File: config.mk
export PLATFORM = sky130hd
export DESIGN_NAME = async_serial_port
export DESIGN_NICKNAME = d
export VERILOG_FILES = /design/src/verilog/uart_pkg.sv /design/src/verilog/baud_tick_gen.sv /design/src/verilog/async_serial_port.sv
export SDC_FILE = /design/constraint.sdc
export NUM_CORES = 1
export LEC_CHECK = 0
export CAP_MARGIN = 25
export CORE_MARGIN = 4
export CORE_UTILIZATION = 45
export CTS_CLUSTER_SIZE = 24
export DETAILED_ROUTE_END_ITERATION = 8
export DONT_BUFFER_PORTS = 1
export MAX_ROUTING_LAYER = met4
export PLACE_DENSITY_LB_ADDON = 0.3
export SLEW_MARGIN = 15
export SYNTH_ARGS = -nofsm -noshare
export SYNTH_HDL_FRONTEND = slang
export SYNTH_HIERARCHICAL = 1
export SYNTH_SLANG_ARGS = --single-unit
File: constraint.sdc
create_clock -name core_clk -period 2.94 [get_ports core_clk]
set_clock_uncertainty 0.15 [all_clocks]
set_input_delay 0.294 -clock core_clk [delete_from_list [all_inputs] [get_ports core_clk]]
set_output_delay 0.294 -clock core_clk [all_outputs]
set_load 0.02 [all_outputs]
File: src/verilog/uart_pkg.sv
/*
  Shared constants and carrier types for the asynchronous serial port.
  Assumes a single core clock; no bus, all controls are plain ports.
*/
package uart_pkg;
  localparam int CORE_CLK_MHZ    = 100;
  localparam int OVERSAMPLE      = 16;
  localparam int T1_RELOAD_SPAN  = 256;
  localparam int T2_RELOAD_SPAN  = 65536;
  localparam int T1_DIV_FAST     = 4;
  localparam int T1_DIV_SLOW     = 12;
  localparam int T2_BAUD_DIV     = 2;
  localparam int FIXED_DIV_SLOW  = 64;
  localparam int FIXED_DIV_FAST  = 32;
  localparam int TX_DONE_DELAY   = 2;
  localparam int VOTE_FIRST      = 7;
  localparam int VOTE_LAST       = 9;
  localparam logic [7:0]  T1_MAX = 8'hff;
  localparam logic [15:0] T2_MAX = 16'hffff;
  localparam logic        LINE_IDLE = 1'b1;

  typedef enum logic [1:0] {
    MODE_SHIFT,
    MODE_ASYNC8,
    MODE_ASYNC9_FIXED,
    MODE_ASYNC9_TIMER
  } uart_mode_e;

  typedef struct packed {
    logic [1:0] mode;
    logic       multiprocEnable;
    logic       receiveEnable;
    logic       txNinthBit;
    logic       baudDouble;
    logic       timer1Div4Select;
    logic       txTimer2Select;
    logic       rxTimer2Select;
  } uart_cfg_s;

  typedef struct packed {
    logic [7:0] timer1ReloadByte;
    logic [7:0] timer2ReloadHigh;
    logic [7:0] timer2ReloadLow;
  } uart_reload_s;
endpackage

File: src/verilog/baud_tick_gen.sv
/*
  Baud tick source: Timer 1 auto-reload, Timer 2 baud mode and the fixed
  divider, each giving one 16x oversample tick per bit sixteenth.
  Assumes reload values are held stable by software while in use.
*/
`timescale 1ns/10ps
module baud_tick_gen
(
  input  wire logic                  core_clk,    // Core clock
  input  wire logic                  reset_n,     // Async reset
  input  wire uart_pkg::uart_cfg_s   cfg,         // Port configuration
  input  wire uart_pkg::uart_reload_s reload,     // Reload values
  input  wire logic                  t2ExtTrig,   // Timer 2 trigger, sets flag when not in baud use
  output logic                       txTick,      // Tx oversample tick
  output logic                       rxTick,      // Rx oversample tick
  output logic                       timer2OverflowFlag // Timer 2 flag
);
  logic [3:0]  pre1_ff, nxt_pre1;
  logic        pre2_ff, nxt_pre2;
  logic [7:0]  t1_ff, nxt_t1;
  logic [15:0] t2_ff, nxt_t2;
  logic        half_ff, nxt_half;
  logic [1:0]  fix_ff, nxt_fix;
  logic        tf2_ff, nxt_tf2;
  logic        t1Roll, t2Roll, t1Tick, fixTick, t2On;
  logic [3:0]  pre1Last;

  assign t2On = cfg.txTimer2Select | cfg.rxTimer2Select;
  assign pre1Last = cfg.timer1Div4Select ? 4'(uart_pkg::T1_DIV_FAST - 1)
                                         : 4'(uart_pkg::T1_DIV_SLOW - 1);

  always_comb
  begin
    nxt_pre1 = (pre1_ff >= pre1Last) ? 4'h0 : pre1_ff + 4'h1;
    nxt_pre2 = ~pre2_ff;
    nxt_t1   = t1_ff;
    nxt_t2   = t2_ff;
    nxt_half = half_ff;
    nxt_fix  = fix_ff + 2'h1;
    nxt_tf2  = tf2_ff;
    t1Roll   = 1'b0;
    t2Roll   = 1'b0;
    if (pre1_ff == pre1Last)
    begin
      t1Roll = (t1_ff == uart_pkg::T1_MAX);
      nxt_t1 = t1Roll ? reload.timer1ReloadByte : t1_ff + 8'h01;
    end
    if (t2On && pre2_ff)
    begin
      t2Roll = (t2_ff == uart_pkg::T2_MAX);
      nxt_t2 = t2Roll ? {reload.timer2ReloadHigh, reload.timer2ReloadLow}
                      : t2_ff + 16'h0001;
    end
    // Other timer 2 modes not modelled; parked at reload so baud use
    // starts at once instead of after a full 16-bit wrap
    if (!t2On)
      nxt_t2 = {reload.timer2ReloadHigh, reload.timer2ReloadLow};
    if (!t2On && t2ExtTrig)
      nxt_tf2 = 1'b1;
    if (t1Roll)
      nxt_half = ~half_ff;
  end

  always_ff @(posedge core_clk or negedge reset_n)
  begin
    if (!reset_n)
    begin
      pre1_ff <= 4'h0;
      pre2_ff <= 1'b0;
      t1_ff   <= 8'h00;
      t2_ff   <= 16'h0000;
      half_ff <= 1'b0;
      fix_ff  <= 2'h0;
      tf2_ff  <= 1'b0;
    end
    else
    begin
      pre1_ff <= nxt_pre1;
      pre2_ff <= nxt_pre2;
      t1_ff   <= nxt_t1;
      t2_ff   <= nxt_t2;
      half_ff <= nxt_half;
      fix_ff  <= nxt_fix;
      tf2_ff  <= nxt_tf2;
    end
  end

  assign t1Tick  = t1Roll & (cfg.baudDouble | half_ff);
  // clk/4 per sixteenth, clk/2 with double
  assign fixTick = cfg.baudDouble ? fix_ff[0] : (fix_ff == 2'h3);
  assign timer2OverflowFlag = tf2_ff;

  always_comb
  begin
    txTick = 1'b0;
    rxTick = 1'b0;
    case (uart_pkg::uart_mode_e'(cfg.mode))
      uart_pkg::MODE_ASYNC9_FIXED:
      begin
        txTick = fixTick;
        rxTick = fixTick;
      end
      uart_pkg::MODE_ASYNC8, uart_pkg::MODE_ASYNC9_TIMER:
      begin
        txTick = cfg.txTimer2Select ? t2Roll : t1Tick;
        rxTick = cfg.rxTimer2Select ? t2Roll : t1Tick;
      end
      default:
      begin
        txTick = 1'b0;
        rxTick = 1'b0;
      end
    endcase
  end
endmodule

File: src/verilog/async_serial_port.sv
/*
  Asynchronous serial port, modes 1 to 3, with multiprocessor addressing.
  Assumes software clears the done flags; rxd pin is asynchronous.
*/
`timescale 1ns/10ps
module async_serial_port
(
  input  wire logic                   core_clk,      // 100 MHz clock
  input  wire logic                   reset_n,       // Async reset
  input  wire uart_pkg::uart_cfg_s    cfg,           // Control bits
  input  wire uart_pkg::uart_reload_s reload,        // Timer reloads
  input  wire logic                   timer2ExtTrigger, // Timer 2 trigger
  input  wire logic                   bufWrite,      // Data buffer write
  input  wire logic [7:0]             bufWriteData,  // Byte to send
  input  wire logic                   clearTxDone,   // Clear tx flag
  input  wire logic                   clearRxDone,   // Clear rx flag
  input  wire logic                   rxdPin,        // Receive pin
  output logic                        txdPin,        // Transmit pin
  output logic [7:0]                  serialDataBuffer, // Received byte
  output logic                        rxNinthBit,    // Received 9th bit
  output logic                        transmitDoneFlag, // Tx done
  output logic                        receiveDoneFlag,  // Rx done
  output logic                        timer2OverflowFlag, // Timer 2 flag
  output logic                        serialIrq      // Interrupt request
);
  typedef enum logic [1:0] {TX_IDLE, TX_WAIT, TX_SHIFT, TX_DONE} tx_st_e;
  typedef enum logic [1:0] {RX_IDLE, RX_FRAME} rx_st_e;

  logic txTick, rxTick, ninth;
  logic rxSync1_ff, rxSync2_ff, rxPrev_ff;

  baud_tick_gen u_baud
  (
    .core_clk          (core_clk),
    .reset_n           (reset_n),
    .cfg               (cfg),
    .reload            (reload),
    .t2ExtTrig         (timer2ExtTrigger),
    .txTick            (txTick),
    .rxTick            (rxTick),
    .timer2OverflowFlag(timer2OverflowFlag)
  );

  assign ninth = cfg.mode[1];

  // Transmitter
  tx_st_e      txSt_ff, nxt_txSt;
  logic [3:0]  txDiv_ff, nxt_txDiv;
  logic [10:0] txShift_ff, nxt_txShift;
  logic [3:0]  txBits_ff, nxt_txBits;
  logic [1:0]  txDly_ff, nxt_txDly;
  logic        txd_ff, nxt_txd;
  logic        ti_ff, nxt_ti;
  logic        txRoll, setTi;

  assign txRoll = txTick && (txDiv_ff == 4'hf);

  always_comb
  begin
    nxt_txSt    = txSt_ff;
    nxt_txDiv   = txTick ? txDiv_ff + 4'h1 : txDiv_ff;
    nxt_txShift = txShift_ff;
    nxt_txBits  = txBits_ff;
    nxt_txDly   = txDly_ff;
    nxt_txd     = txd_ff;
    setTi       = 1'b0;
    case (txSt_ff)
      TX_IDLE:
      begin
        nxt_txd = uart_pkg::LINE_IDLE;
        if (bufWrite && cfg.mode != 2'b00)
        begin
          nxt_txShift = ninth ? {1'b1, cfg.txNinthBit, bufWriteData, 1'b0}
                              : {2'b11, bufWriteData, 1'b0};
          nxt_txBits  = ninth ? 4'd11 : 4'd10;
          nxt_txSt    = TX_WAIT;
        end
      end
      TX_WAIT:
        if (txRoll)
        begin
          nxt_txd     = txShift_ff[0];
          nxt_txShift = {1'b1, txShift_ff[10:1]};
          nxt_txBits  = txBits_ff - 4'h1;
          nxt_txSt    = TX_SHIFT;
        end
      TX_SHIFT:
        if (txRoll)
        begin
          nxt_txd     = txShift_ff[0];
          nxt_txShift = {1'b1, txShift_ff[10:1]};
          nxt_txBits  = txBits_ff - 4'h1;
          if (txBits_ff == 4'h1)
          begin
            setTi     = ninth;
            nxt_txDly = 2'(uart_pkg::TX_DONE_DELAY);
            nxt_txSt  = ninth ? TX_IDLE : TX_DONE;
          end
        end
      TX_DONE:
      begin
        nxt_txDly = txDly_ff - 2'h1;
        if (txDly_ff <= 2'h1)
        begin
          setTi     = 1'b1;
          nxt_txDly = 2'h0;
          nxt_txSt  = TX_IDLE;
        end
      end
      default:
        nxt_txSt = TX_IDLE;
    endcase
    nxt_ti = setTi | (ti_ff & ~clearTxDone);
  end

  always_ff @(posedge core_clk or negedge reset_n)
  begin
    if (!reset_n)
    begin
      txSt_ff    <= TX_IDLE;
      txDiv_ff   <= 4'h0;
      txShift_ff <= 11'h7ff;
      txBits_ff  <= 4'h0;
      txDly_ff   <= 2'h0;
      txd_ff     <= 1'b1;
      ti_ff      <= 1'b0;
    end
    else
    begin
      txSt_ff    <= nxt_txSt;
      txDiv_ff   <= nxt_txDiv;
      txShift_ff <= nxt_txShift;
      txBits_ff  <= nxt_txBits;
      txDly_ff   <= nxt_txDly;
      txd_ff     <= nxt_txd;
      ti_ff      <= nxt_ti;
    end
  end

  // Receiver; pin synchronised before any use
  rx_st_e     rxSt_ff, nxt_rxSt;
  logic [3:0] rxDiv_ff, nxt_rxDiv;
  logic [1:0] vote_ff, nxt_vote;
  logic [9:0] rxShift_ff, nxt_rxShift;
  logic [3:0] rxBits_ff, nxt_rxBits;
  logic [7:0] serial_data_buffer_ff, nxt_serial_data_buffer;
  logic       rb8_ff, nxt_rb8;
  logic       ri_ff, nxt_ri;
  logic       bitVal, setRi, fallEdge, stopBit, gotNinth;
  logic [3:0] frameBits;

  always_ff @(posedge core_clk or negedge reset_n)
  begin
    if (!reset_n)
    begin
      rxSync1_ff <= 1'b1;
      rxSync2_ff <= 1'b1;
      rxPrev_ff  <= 1'b1;
    end
    else
    begin
      rxSync1_ff <= rxdPin;
      rxSync2_ff <= rxSync1_ff;
      rxPrev_ff  <= rxSync2_ff;
    end
  end

  assign fallEdge  = rxPrev_ff & ~rxSync2_ff;
  assign frameBits = ninth ? 4'd11 : 4'd10;
  // two of three
  // Live sample is the third, so all three belong to this bit
  assign bitVal = (vote_ff[0] & vote_ff[1]) | (vote_ff[1] & rxSync2_ff)
                | (vote_ff[0] & rxSync2_ff);
  assign stopBit  = bitVal;
  assign gotNinth = rxShift_ff[9];

  always_comb
  begin
    nxt_rxSt    = rxSt_ff;
    nxt_rxDiv   = rxTick ? rxDiv_ff + 4'h1 : rxDiv_ff;
    nxt_vote    = vote_ff;
    nxt_rxShift = rxShift_ff;
    nxt_rxBits  = rxBits_ff;
    nxt_serial_data_buffer    = serial_data_buffer_ff;
    nxt_rb8     = rb8_ff;
    setRi       = 1'b0;
    if (rxTick && rxDiv_ff >= 4'(uart_pkg::VOTE_FIRST)
        && rxDiv_ff <= 4'(uart_pkg::VOTE_LAST))
      nxt_vote = {vote_ff[0], rxSync2_ff};
    case (rxSt_ff)
      RX_IDLE:
        if (cfg.receiveEnable && cfg.mode != 2'b00 && fallEdge)
        begin
          nxt_rxDiv  = 4'h0;
          nxt_rxBits = 4'h0;
          nxt_rxSt   = RX_FRAME;
        end
      RX_FRAME:
        if (rxTick && rxDiv_ff == 4'(uart_pkg::VOTE_LAST))
        begin
          nxt_rxBits  = rxBits_ff + 4'h1;
          nxt_rxShift = {bitVal, rxShift_ff[9:1]};
          if (rxBits_ff == 4'h0 && bitVal)
            nxt_rxSt = RX_IDLE;
          else if (rxBits_ff == frameBits - 4'h1)
          begin
            nxt_rxSt = RX_IDLE;
            if (!ri_ff && (!cfg.multiprocEnable
                || (ninth ? gotNinth : stopBit)))
            begin
              setRi    = 1'b1;
              nxt_serial_data_buffer = ninth ? rxShift_ff[8:1] : rxShift_ff[9:2];
              nxt_rb8  = ninth ? gotNinth : stopBit;
            end
          end
        end
      default:
        nxt_rxSt = RX_IDLE;
    endcase
    nxt_ri = setRi | (ri_ff & ~clearRxDone);
  end

  always_ff @(posedge core_clk or negedge reset_n)
  begin
    if (!reset_n)
    begin
      rxSt_ff    <= RX_IDLE;
      rxDiv_ff   <= 4'h0;
      vote_ff    <= 2'h3;
      rxShift_ff <= 10'h000;
      rxBits_ff  <= 4'h0;
      serial_data_buffer_ff    <= 8'h00;
      rb8_ff     <= 1'b0;
      ri_ff      <= 1'b0;
    end
    else
    begin
      rxSt_ff    <= nxt_rxSt;
      rxDiv_ff   <= nxt_rxDiv;
      vote_ff    <= nxt_vote;
      rxShift_ff <= nxt_rxShift;
      rxBits_ff  <= nxt_rxBits;
      serial_data_buffer_ff    <= nxt_serial_data_buffer;
      rb8_ff     <= nxt_rb8;
      ri_ff      <= nxt_ri;
    end
  end

  assign txdPin           = txd_ff;
  assign serialDataBuffer = serial_data_buffer_ff;
  assign rxNinthBit       = rb8_ff;
  assign transmitDoneFlag = ti_ff;
  assign receiveDoneFlag  = ri_ff;
  assign serialIrq        = ti_ff | ri_ff;

  property p_irq_level;
    @(posedge core_clk) disable iff (!reset_n)
    serialIrq == (transmitDoneFlag | receiveDoneFlag);
  endproperty
  a_irq_level: assert property (p_irq_level)
    else $error("irq does not follow flags");

  property p_ri_hold;
    @(posedge core_clk) disable iff (!reset_n)
    ri_ff && !clearRxDone |=> ri_ff;
  endproperty
  a_ri_hold: assert property (p_ri_hold)
    else $error("rx flag cleared by hardware");

  property p_ti_hold;
    @(posedge core_clk) disable iff (!reset_n)
    ti_ff && !clearTxDone |=> ti_ff;
  endproperty
  a_ti_hold: assert property (p_ti_hold)
    else $error("tx flag cleared by hardware");

  property p_no_accept_when_full;
    @(posedge core_clk) disable iff (!reset_n)
    ri_ff && !clearRxDone |=> $stable(serial_data_buffer_ff);
  endproperty
  a_no_accept_when_full: assert property (p_no_accept_when_full)
    else $error("buffer overwritten while rx flag set");

  property p_mp_gate;
    @(posedge core_clk) disable iff (!reset_n)
    $rose(ri_ff) && cfg.multiprocEnable |-> rb8_ff;
  endproperty
  a_mp_gate: assert property (p_mp_gate)
    else $error("multiproc accepted ninth bit zero");

  property p_ti8_delay;
    @(posedge core_clk) disable iff (!reset_n)
    txSt_ff == TX_SHIFT && nxt_txSt == TX_DONE |=> ##2 ti_ff;
  endproperty
  a_ti8_delay: assert property (p_ti8_delay)
    else $error("tx flag not two cycles after stop");

  property p_start_low;
    @(posedge core_clk) disable iff (!reset_n)
    txSt_ff == TX_WAIT && txRoll |=> !txdPin;
  endproperty
  a_start_low: assert property (p_start_low)
    else $error("start bit not low");

  property p_idle_high;
    @(posedge core_clk) disable iff (!reset_n)
    txSt_ff == TX_IDLE |=> txdPin || txSt_ff != TX_IDLE;
  endproperty
  a_idle_high: assert property (p_idle_high)
    else $error("line not idle high");

  c_rx_accept: cover property (@(posedge core_clk) $rose(ri_ff));
  c_tx_done: cover property (@(posedge core_clk) $rose(ti_ff));
  c_false_start: cover property (@(posedge core_clk)
    rxSt_ff == RX_FRAME ##1 rxSt_ff == RX_IDLE && rxBits_ff == 4'h1);
endmodule

==> impl_metrics.csv, run 1 <==
group,metric,value,unit
critical_path,crit_path_cell_trace,"ha_1 > nand3_1 > or4_4 > nor2_2 > a211o_1 > nand4_4 > nor4b_4 > o21ai_2 > mux2_4",
yosys,syn_inst,462,
critical_path,rr_startpoint,"u_baud/t1_ff[0]",
timing,fin_crit_sh,0.938,
clock_network,cts_root_buffer,"clkbuf_8",
placement,placed_area,0.00519,mm^2
yosys,yosys_register_bits,90,
worst_hold_path,hold_class,"in2reg",
power_and_ir_drop,p_leak,2.60,nW
critical_path,slowest_delay,570,ps
timing,worst_pin_slew,690,ps
yosys,synthSimpleGateAreaFrac,0.174,
layout,fin_area,0.00580,mm^2
critical_path,r2r_slack,180,ps
clock_network,cts_buffers,9,
power_and_ir_drop,power_frac_comb,0.217,
yosys,synth_cell_types,75,
placement,dp_hpwl,7.28,mm
critical_path,startpoint_type,"flop",
route,drt_pass1_iterations,4,
route,drtIter0Drc,233,
global_route,grt_pass1_wl,18.1,mm
clock_network,clockBufferDepth,2,
yosys,synth_top_area_share,0.371,
yosys,synthAdderAreaFrac,0.0446,
critical_path,cp_slowest_cell,"or4_4",
global_route,grt_util_all_layers,0.179,
timing,finalWorstSetupSlack,181,ps
clock_network,clk-insertion-delay-late,380,ps
critical_path,worst-path-buf-inv,0,
yosys,synth-edff-count,0,
placement,place_ws,24.1,ps
yosys,ys_warn_count,6,
layout,final_cells,657,
yosys,synthMuxAreaShare,0.107,
route,route.detailed.drc,0,
critical_path,path_class,"reg2reg",
layout,diodes,0,
placement,io_buffers,0,
critical_path,critPathLaunch,"u_baud/t1_ff[0]",
floorplanning,io_pins,62,
floorplanning,fp.dieW,113,um
timing,finalSetupViolCount,0,
critical_path,critical_path.top_delay_family,"simple AND/OR/NAND/NOR gates",
critical_path,setup.worst_path.end_class,"flop",
power_and_ir_drop,p_int,0.00206,W
worst_hold_path,holdCritStartpoint,"cfg[6]",
yosys,syn_nets,527,
power_and_ir_drop,p_sw_frac,0.327,
timing,hold_viol,0,
power_and_ir_drop,worst_ir_drop_vdd,204,uV
timing,max-slew-margin-rel,0.539,
route,viasPerCell,5.57,
global_route,grt_pass1_vias,3645,
critical_path,worstPathArrival,2880,ps
yosys,netlist_area,0.00499,mm^2
critical_path,endpoint,"txSt_ff[0]",
layout,finalNetCount,577,
yosys,avgSynthCellArea,10.8,um^2
power_and_ir_drop,p_clk_frac,0.258,
power_and_ir_drop,power_density,528,mW/mm^2
clock_network,path_clk_slew,100,ps
global_route,grt_max_degree,91,
floorplanning,initial_core_util,0.461,
yosys,synthArstFlopShare,1.00,
yosys,synth_top_cell_by_area,"dfrtp_1",
power_and_ir_drop,p_sw,0.00100,W
global_route,overflow,0,
placement,gp_congestion,0.819,
power_and_ir_drop,seqPwrFrac,0.525,
yosys,ys_seq_area_frac,0.455,
route,ant_nets,0,
status,status,"finished clean",
power_and_ir_drop,fin_total_pwr,0.00307,W
yosys,synth_area_leaders,"dfrtp_1 (37%), dfstp_2 (8.4%), mux2_2 (4.5%)",
yosys,synth_compound_area_frac,0.156,
critical_path,reg2regPathDepth,9,
timing,slew_violations,0,
route,wl_per_cell,16.0,um
floorplanning,die_y,113,um
yosys,synth_flop_cell,"dfrtp_1",
run,cap_violations,0,
layout,area_delta_synth_final,16.2,%
critical_path,cp_num_cells,9,
floorplanning,core.rowCount,38,
route,num_vias,3657,
critical_path,required,3060,ps
layout,drive_gt1_frac,0.222,
timing,min_period,2760,ps
timing,setup_tns,0,ps
clock_network,cts.htree.levels,3,
critical_path,crit_fanout,5,
yosys,synth-xor-area-share,0.0210,
clock_network,tritoncts,"yes",
floorplanning,die-area,0.0128,mm^2
route,wirelength,10.5,mm
clock_network,cts_sinks,90,
timing,max_freq,0.362,GHz
floorplanning,core_area,0.0108,mm^2
yosys,synth_top_family_by_area,"simple AND/OR/NAND/NOR gates",
critical_path,timing.rr.end,"txSt_ff[0]",
global_route,antenna_found_initial,0,
placement,dp_cells,601,
==> worst register-to-register path, stage by stage (launching register included) <==
cell and delay (ps):
dfrtp_1 390, ha_1 200, nand3_1 130, or4_4 570, nor2_2 90, a211o_1 170, nand4_4 150, nor4b_4 380
o21ai_2 110, mux2_4 310
==> routing by layer <==
layer / global-route usage / part of all wire / vias up
met5: - / 0 / -
met4: 0.0713 / 0.019 / 0
met3: 0.0305 / 0.037 / 15
met2: 0.277 / 0.48 / 61
met1: 0.235 / 0.46 / 1782
li1: - / - / 1799
==> placed cells by master (no fill, tap or decap), drive strengths merged, types with 3 or more instances in the layout <==
cell type / count
dfrtp: 74
nor2: 35
dlygate4sd3: 31
buf: 29
mux2: 29
nand2: 25
a21oi: 25
o21ai: 24
inv: 23
nand3: 20
mux2i: 17
ha: 17
dfstp: 16
nand4: 16
clkbuf: 9
and3: 8
xor2: 7
o211ai: 6
nand2b: 6
and4: 6
xnor2: 5
nor3: 5
a31oi: 5
a21o: 4
o22ai: 4
nor3b: 4
a41oi: 4
nor4: 4
and2b: 3
nand3b: 3
a211o: 3
a2bb2oi: 3
clkinv: 3
or4: 3
==> worst min-delay path by stage <==
stage / end / slack, ps / depth (start not counted)
detailed placement: u_baud/t2_ff[7] / -150 / 0
CTS: u_baud/t1_ff[5] / 9 / 2
finish: serialDataBuffer[7] / 20 / 2
global placement: txBits_ff[0] / -150 / 0
floorplan: receiveDoneFlag / -150 / 0
global route: serialDataBuffer[7] / 8 / 2
==> power groups by stage <==
| stage | Combinational, W | Sequential (W) | Clock [W] |
|---|---|---|---|
| global route | 0.000758 | 0.00164 | 0.000877 |
| floorplan | 0.000499 | 0.00159 | 0 |
| detailed placement | 0.000597 | 0.00163 | 0 |
| finish | 0.000664 | 0.00161 | 0.000791 |
| global placement | 0.000571 | 0.00162 | 0 |
| CTS | 0.000666 | 0.00161 | 0.000824 |
==> cell usage after synthesis, types with 4 or more instances <==
cell type / instances
and4_1: 5
xnor2_1: 5
nand2_1: 24
o211ai_1: 6
nor3_1: 5
a31oi_1: 5
ha_1: 17
dfstp_2: 16
mux2i_1: 16
and3_1: 7
nand2b_1: 6
a21o_1: 4
nor4_1: 4
nand4_1: 13
buf_2: 7
nor2_1: 35
o22ai_1: 4
xor2_1: 7
inv_1: 21
mux2_2: 20
buf_6: 5
clkbuf_1: 6
mux2_4: 9
o21ai_0: 21
dfrtp_1: 74
a21oi_1: 24
nand3_1: 20
==> metrics by stage <==
stage / util / hold slack (ps)
2_1_floorplan: - / -152
3_3_place_gp: 0.478 / -146
3_5_place_dp: 0.478 / -147
4_1_cts: 0.526 / 8.57
5_1_grt: 0.535 / 7.80
6_report: 0.535 / 24.8
==> registers in the layout, indices dropped and copies added, names as in the netlist, 8 cells and up <==
name	cells
rxShift_ff	9
serialDataBuffer	8
txShift_ff	10
u_baud/t1_ff	8
u_baud/t2_ff	16
==> cell type report <==
| cell class | instances | area [um^2] |
|---|---|---|
| inverter | 21 | 78.8 |
| multi-input combinational | 330 | 2540 |
| timing repair buffer | 60 | 561 |
| tap | 140 | 175 |
| clock buffer | 9 | 124 |
| fill | 969 | 5040 |
| clock inverter | 7 | 51.3 |
| sequential | 90 | 2270 |
==> cells by family (layout without fill, tap and decap cells) <==
kind of cell | after synthesis | count (layout)
buf+inv | 42 | 97
simple gates | 150 | 150
compound gates | 104 | 104
mux | 46 | 46
xor+xnor | 12 | 12
fa+ha+maj | 18 | 18
flops | 90 | 90
==> repair_timing <==
| action | in CTS | in global routing |
|---|---|---|
| endpoints found under the hold margin | 120 | 0 |
| endpoints found under the setup margin | 0 | 21 |
| buffers inserted | 0 | 8 |
| hold buffers | 32 | 0 |
| resized for setup | 0 | 5 |
Power figures use the tool's default switching activity.
==> inputs of run 2 (changes only) <==
--- a/config.mk
+++ b/config.mk
@@ -5,14 +5,14 @@
 export SDC_FILE = /design/constraint.sdc
 export NUM_CORES = 1
 export LEC_CHECK = 0
+export ABC_AREA = 1
 export CAP_MARGIN = 25
 export CORE_MARGIN = 4
-export CORE_UTILIZATION = 45
+export CORE_UTILIZATION = 30
 export CTS_CLUSTER_SIZE = 24
 export DETAILED_ROUTE_END_ITERATION = 8
 export DONT_BUFFER_PORTS = 1
 export MAX_ROUTING_LAYER = met4
-export PLACE_DENSITY_LB_ADDON = 0.3
 export SLEW_MARGIN = 15
 export SYNTH_ARGS = -nofsm -noshare
 export SYNTH_HDL_FRONTEND = slang
==> run 2 against run 1 <==
  * Sequential cell count unchanged
  * Total power up 58%
  * Combinational power rose by 140%
  * Register-to-register slack better by 140 ps
  * Global-route usage is 5.5 points lower
  * Critical path depth grew 7
  * Largest cell class unchanged
==> impl_metrics.csv, run 2 <==
group,metric,value,unit
floorplanning,die_y,140,um
critical_path,setup.worst_path.end_class,"flop",
yosys,synth-edff-count,0,
power_and_ir_drop,fin_total_pwr,0.00484,W
timing,max_freq,0.382,GHz
yosys,syn_inst,667,
yosys,synth_area_leaders,"dfrtp_1 (36%), nand2_1 (14%), dfstp_2 (8.1%)",
timing,setup_tns,0,ps
global_route,grt_pass1_vias,4164,
layout,drive_gt1_frac,0.130,
timing,min_period,2620,ps
worst_hold_path,whs_path_depth,4,
critical_path,slowest_delay,400,ps
timing,fin_crit_sh,0.890,
global_route,grt_util_all_layers,0.124,
yosys,syn_nets,732,
yosys,avgSynthCellArea,7.81,um^2
run,cap_violations,0,
critical_path,timing.rr.end,"txBits_ff[2]",
yosys,synth_flop_cell,"dfrtp_1",
layout,final_common_cell,"nand2_1",
route,wirelength,11.0,mm
global_route,grt_max_degree,91,
worst_hold_path,min_to,"u_baud/t2_ff[3]",
global_route,antenna_found_initial,0,
timing,rsz0062_at_grt,"false",
floorplanning,io_pins,62,
global_route,overflow,0,
floorplanning,initial_core_util,0.310,
layout,most-common-layout-cells,"nand2_1 (199), inv_1 (94), dfrtp_1 (74), nand3_1 (61), nor2_1 (42)",
yosys,yosys_register_bits,90,
timing,hold_viol,0,
yosys,ys_seq_area_frac,0.436,
global_route,grt_pass1_wl,19.6,mm
floorplanning,core_area,0.0168,mm^2
clock_network,clk-insertion-delay-late,350,ps
yosys,ys_warn_count,6,
power_and_ir_drop,power_density,805,mW/mm^2
critical_path,r2r_slack,320,ps
layout,regMostFlops,"u_baud/t2_ff",
yosys,synthArstFlopShare,1.00,
layout,largest_reg_flops,16,
placement,io_buffers,0,
yosys,synth_most_common_cell,"nand2_1",
timing,max-slew-margin-rel,0.704,
floorplanning,core.rowCount,47,
placement,dp_hpwl,7.82,mm
timing,worst_pin_slew,444,ps
floorplanning,die-area,0.0195,mm^2
route,ant_nets,0,
layout,area_delta_synth_final,15.2,%
timing,finalSetupViolCount,0,
power_and_ir_drop,worst_ir_drop_vdd,277,uV
route,drt_pass1_iterations,4,
layout,diodes,0,
yosys,synthTopCellsByCount,"nand2_1 (200), inv_1 (94), dfrtp_1 (74)",
critical_path,reg2regPathDepth,16,
yosys,netlist_area,0.00521,mm^2
clock_network,cts_sinks,90,
critical_path,required,3030,ps
route,drtIter0Drc,287,
critical_path,crit_path_cell_trace,"ha_1 > nand2_2 > nor2_2 > nand2_2 > nor2_4 > nand2_4 > o21ai_2 > nand3_1 > nand2_2 > nand2_2 > nor2_4 > nand2_4 > o21ai_4 > nand2_8 > nand2_1 > o21ai_2",
critical_path,rr_startpoint,"u_baud/t2_ff[0]",
route,num_vias,4090,
status,status,"finished clean",
clock_network,path_clk_slew,70,ps
clock_network,clockBufferDepth,2,
route,route.detailed.drc,0,
critical_path,startpoint_type,"flop",
route,viasPerCell,4.46,
layout,top_regs,"u_baud/t2_ff: 16 flops, txShift_ff: 10 flops, rxShift_ff: 9 flops",
yosys,synth_top_cell_by_area,"dfrtp_1",
worst_hold_path,holdCritStartpoint,"reload[3]",
yosys,synth_cell_types,44,
critical_path,critPathMostFrequentCell,"nand2_2",
critical_path,cp_slowest_cell,"dfrtp_1",
layout,finalNetCount,758,
power_and_ir_drop,p_leak,2.98,nW
yosys,synth_top_area_share,0.355,
timing,slew_violations,0,
floorplanning,fp.dieW,140,um
clock_network,cts.htree.levels,3,
critical_path,worstPathArrival,2700,ps
clock_network,cts_buffers,9,
clock_network,cts_root_buffer,"clkbuf_16",
critical_path,path_class,"reg2reg",
critical_path,crit_fanout,26,
route,wl_per_cell,12.0,um
placement,gp_congestion,0.821,
clock_network,tritoncts,"yes",
worst_hold_path,hold_class,"in2reg",
run 2: changes by cell type after synthesis, sizes merged, moves of 9 or more:
cell / change
nor2: +14
a21oi: -14
mux2i: -9
mux2: -28
o21ai: +29
nand3: +43
nand2: +195
inv: +76
run 2: kinds of logic (layout without fill, tap and decap cells):
group / count (synthesis) / in the layout / share of synthesized area
AOI/OAI and AO/OA: 82 / 82 / 0.0989
DFF: 90 / 90 / 0.436
xor gates and xnor gates: 13 / 13 / 0.0218
muxes: 9 / 9 / 0.0175
adders and majority gates: 17 / 17 / 0.0408
buffers and inverters: 110 / 141 / 0.0881
and+or+nand+nor: 346 / 346 / 0.297
run 2: layout make-up:
type                       instances  area (um^2)
tap                              220          275
fill                            1804        10800
clock inverter                     7         93.8
clock buffer                       9          225
inverter                          97          364
multi-input combinational        467         2490
sequential                        90         2270
timing repair buffer              28          278
run 2: per-layer routing:
metal / routed length [um] / part of all wire / track usage / up-vias
li1: - / - / - / 2166
met1: 5360 / 0.49 / 0.161 / 1846
met2: 5060 / 0.46 / 0.189 / 59
met3: 408 / 0.037 / 0.0281 / 19
met4: 224 / 0.020 / 0.0469 / 0
met5: 0 / 0 / - / -
run 2: report_power, final:
group | internal (W) | switching (W) | leakage [nW]
clock | 0.000685 | 0.000550 | 0.153
sequential | 0.00165 | 0.000340 | 1.06
combinational | 0.000651 | 0.000962 | 1.77
run 2: what timing repair did:
item,in CTS,in global routing
buffers inserted,0,0
endpoints found under the hold margin,108,0
setup endpoints to repair,0,18
hold buffers,20,0
gates resized for setup,0,3
run 2: through the flow:
stage	setup WS (ps)	instances	hold WS, ps	cell area, um^2	utilization
floorplan	460	667	-152	5210	-
finish	322	918	12.6	6000	0.357
CTS	132	918	0.191	5990	0.356
detailed placement	162	882	-148	5450	0.324
global placement	213	882	-149	5450	0.324
global route	6.50	918	3.62	6000	0.357
run 2: how the worst max path moves through the flow:
stage	startpoint	end	slack (ps)	cells past startpoint
3_5_place_dp	u_baud/pre1_ff[3]	txBits_ff[2]	160	16
6_report	u_baud/t2_ff[0]	txBits_ff[2]	320	16
3_3_place_gp	u_baud/pre1_ff[3]	txBits_ff[2]	210	16
4_1_cts	u_baud/pre1_ff[3]	txBits_ff[2]	130	16
5_1_grt	u_baud/t2_ff[0]	serialDataBuffer[0]	7	17
2_1_floorplan	u_baud/t2_ff[0]	txBits_ff[3]	460	18
run 2: critical path, delay by kind of cell, from the launching register on:
kind                       cells  cell delay (ps)
and+or+nand+nor               12             1380
DFF                            1              400
AOI/OAI and AO/OA              3              300
adders and majority gates      1              240
==> inputs of run 3 (changes only) <==
--- a/config.mk
+++ b/config.mk
@@ -6,12 +6,12 @@
 export NUM_CORES = 1
 export LEC_CHECK = 0
 export ABC_AREA = 1
+export BUFFER_PORTS_ARGS = -buffer_cell sky130_fd_sc_hd__clkbuf_2
 export CAP_MARGIN = 25
 export CORE_MARGIN = 4
 export CORE_UTILIZATION = 30
 export CTS_CLUSTER_SIZE = 24
 export DETAILED_ROUTE_END_ITERATION = 8
-export DONT_BUFFER_PORTS = 1
 export MAX_ROUTING_LAYER = met4
 export SLEW_MARGIN = 15
 export SYNTH_ARGS = -nofsm -noshare
==> run 3 against run 2 <==
  * Sequential power hardly changed
  * Non-clock buffer count is 44 higher
  * Highest routed layer unchanged
  * Setup slack worse by 54 ps
  * Design area is 2.3% higher
  * First-iteration DRC count is 4.5% higher
  * Register-to-register slack worse by 50 ps
  * Total power is 1.1% higher
  * Sequential cell count stayed put
  * Count of clock-buffer cells in the layout is 1 higher
  * Die area stayed put
  * Cell count is 4.9% higher
  * Global-route usage is 0.43 points lower
==> impl_metrics.csv, run 3 (synthesis gave the netlist of run 2 again) <==
group,metric,value,unit
floorplanning,fp.dieW,140,um
clock_network,clockBufferDepth,2,
status,status,"finished clean",
power_and_ir_drop,power_density,796,mW/mm^2
clock_network,cts.htree.levels,3,
layout,drive_gt1_frac,0.201,
global_route,grt_max_degree,66,
layout,largest_reg_flops,16,
global_route,grt_pass1_wl,19.1,mm
route,num_vias,4237,
global_route,grt_pass1_vias,4101,
layout,final_common_cell,"nand2_1",
placement,placed_area,0.00577,mm^2
critical_path,reg2regPathDepth,16,
layout,area_delta_synth_final,17.9,%
floorplanning,initial_core_util,0.310,
clock_network,tritoncts,"yes",
clock_network,cts_root_buffer,"clkbuf_16",
global_route,grt_use_met1,0.156,
worst_hold_path,hold_class,"in2reg",
timing,timing.hold.ws,22.3,ps
critical_path,setup.worst_path.end_class,"flop",
critical_path,worstPathArrival,2800,ps
timing,slew_violations,0,
critical_path,worst-path-buf-inv,1,
route,wirelength,10.7,mm
timing,fin_crit_sh,0.909,
global_route,gr-usage-met3,0.0220,
worst_hold_path,holdCritStartpoint,"clearTxDone",
placement,io_buffers,61,
layout,regMostFlops,"u_baud/t2_ff",
critical_path,crit_fanout,13,
layout,most-common-layout-cells,"nand2_1 (200), inv_1 (94), dfrtp_1 (74), nand3_1 (61), clkbuf_2 (60)",
run,cap_violations,0,
route,drt_pass1_iterations,6,
route,viasPerCell,4.40,
route,drtIter0Drc,300,
timing,min_period,2670,ps
layout,fin_area,0.00614,mm^2
critical_path,rr_startpoint,"u_baud/pre1_ff[3]",
timing,hold_viol,0,
floorplanning,die-area,0.0195,mm^2
timing,rsz0062_at_grt,"true",
route,wl_per_cell,11.2,um
placement,gp_congestion,0.808,
timing,finalSetupViolCount,0,
placement,dp_hpwl,7.84,mm
layout,fin_util,0.365,
route,route.detailed.drc,0,
critical_path,crit_path_cell_trace,"ha_1 > nand2_1 > nor2_1 > inv_1 > nor2_1 > o21ai_0 > nand2_1 > nand3_1 > nand2_1 > nand2_2 > nor2_4 > nand2_4 > o21ai_4 > nand2_4 > nand2_2 > o21ai_2",
layout,finalNetCount,803,
layout,diodes,0,
global_route,grt_util_met2,0.183,
global_route,grt_util_all_layers,0.120,
critical_path,startpoint_type,"flop",
critical_path,r2r_slack,270,ps
floorplanning,io_pins,62,
timing,max_freq,0.374,GHz
placement,place_ws,163,ps
critical_path,critPathLaunch,"u_baud/pre1_ff[3]",
floorplanning,core.rowCount,47,
critical_path,cp_slowest_cell,"dfrtp_1",
clock_network,cts_buffers,9,
worst_hold_path,whs_path_depth,2,
global_route,antenna_found_initial,0,
power_and_ir_drop,p_leak,3.17,nW
global_route,overflow,0,
clock_network,clk-insertion-delay-late,350,ps
clock_network,cts_sinks,90,
floorplanning,core_area,0.0168,mm^2
layout,fill_cells,1805,
route,ant_nets,0,
critical_path,required,3070,ps
critical_path,path_class,"reg2reg",
layout,top_regs,"u_baud/t2_ff: 16 flops, txShift_ff: 10 flops, rxShift_ff: 9 flops",
power_and_ir_drop,fin_total_pwr,0.00489,W
worst_hold_path,min_to,"transmitDoneFlag",
critical_path,slowest_delay,390,ps
timing,worst_pin_slew,502,ps
global_route,busiest_layer,"met2",
timing,max-slew-margin-rel,0.665,
power_and_ir_drop,worst_ir_drop_vdd,307,uV
critical_path,critical_path.top_delay_family,"simple AND/OR/NAND/NOR gates",
critical_path,critPathMostFrequentCell,"nand2_1",
floorplanning,die_y,140,um
clock_network,path_clk_slew,70,ps
timing,finalWorstSetupSlack,268,ps
critical_path,timing.rr.end,"txShift_ff[9]",
==> run 3: layout make-up <==
| cell class | count | area [um^2] | share of cell area |
|---|---|---|---|
| Clock inverter | 6 | 78.8 | 0.0128 |
| Multi-Input combinational cell | 468 | 2500 | 0.407 |
| Inverter | 97 | 364 | 0.0593 |
| Sequential cell | 90 | 2270 | 0.370 |
| Tap cell | 220 | 275 | 0.0448 |
| Clock buffer | 10 | 239 | 0.0389 |
| Timing Repair Buffer | 72 | 413 | 0.0672 |
==> run 3: worst register-to-register path: stages, from the launching register on <==
cell and delay (ps):
dfrtp_1 390, ha_1 290, nand2_1 50, nor2_1 120, inv_1 130, nor2_1 180, o21ai_0 140, nand2_1 80
nand3_1 70, nand2_1 170, nand2_2 110, nor2_4 150, nand2_4 70, o21ai_4 140, nand2_4 210, nand2_2 110
o21ai_2 50
==> run 3: metal layers <==
layer	share of wire	routed length [um]
met5	0	0
met4	0.022	231
met3	0.025	270
met2	0.45	4840
met1	0.50	5390
==> run 3: stage by stage <==
step | TNS [ps] | cells
floorplan | 0 | 667
global placement | 0 | 942
detailed placement | 0 | 942
CTS | 0 | 962
global route | -0.816 | 963
finish | 0 | 963
==> run 3: power breakdown <==
group / internal [W] / leakage (nW) / switching, W / total [W]
clock: 0.000702 / 0.158 / 0.000535 / 0.00124
sequential: 0.00165 / 1.06 / 0.000315 / 0.00196
combinational: 0.000677 / 1.95 / 0.00101 / 0.00169
==> run 3: what timing repair did <==
item	CTS	global route
hold buffers	4	0
gates resized for setup	0	1
endpoints found under the setup margin	0	14
endpoints found under the hold margin	28	0
buffers inserted	0	0
==> run 3: worst max-delay path by stage <==
stage | to | depth (start not counted) | slack [ps]
2_1_floorplan | txBits_ff[3] | 18 | 460
3_3_place_gp | txBits_ff[2] | 17 | 200
3_5_place_dp | txBits_ff[2] | 16 | 160
4_1_cts | txBits_ff[2] | 16 | 130
5_1_grt | txShift_ff[2] | 15 | -0.8
6_report | txShift_ff[9] | 16 | 270
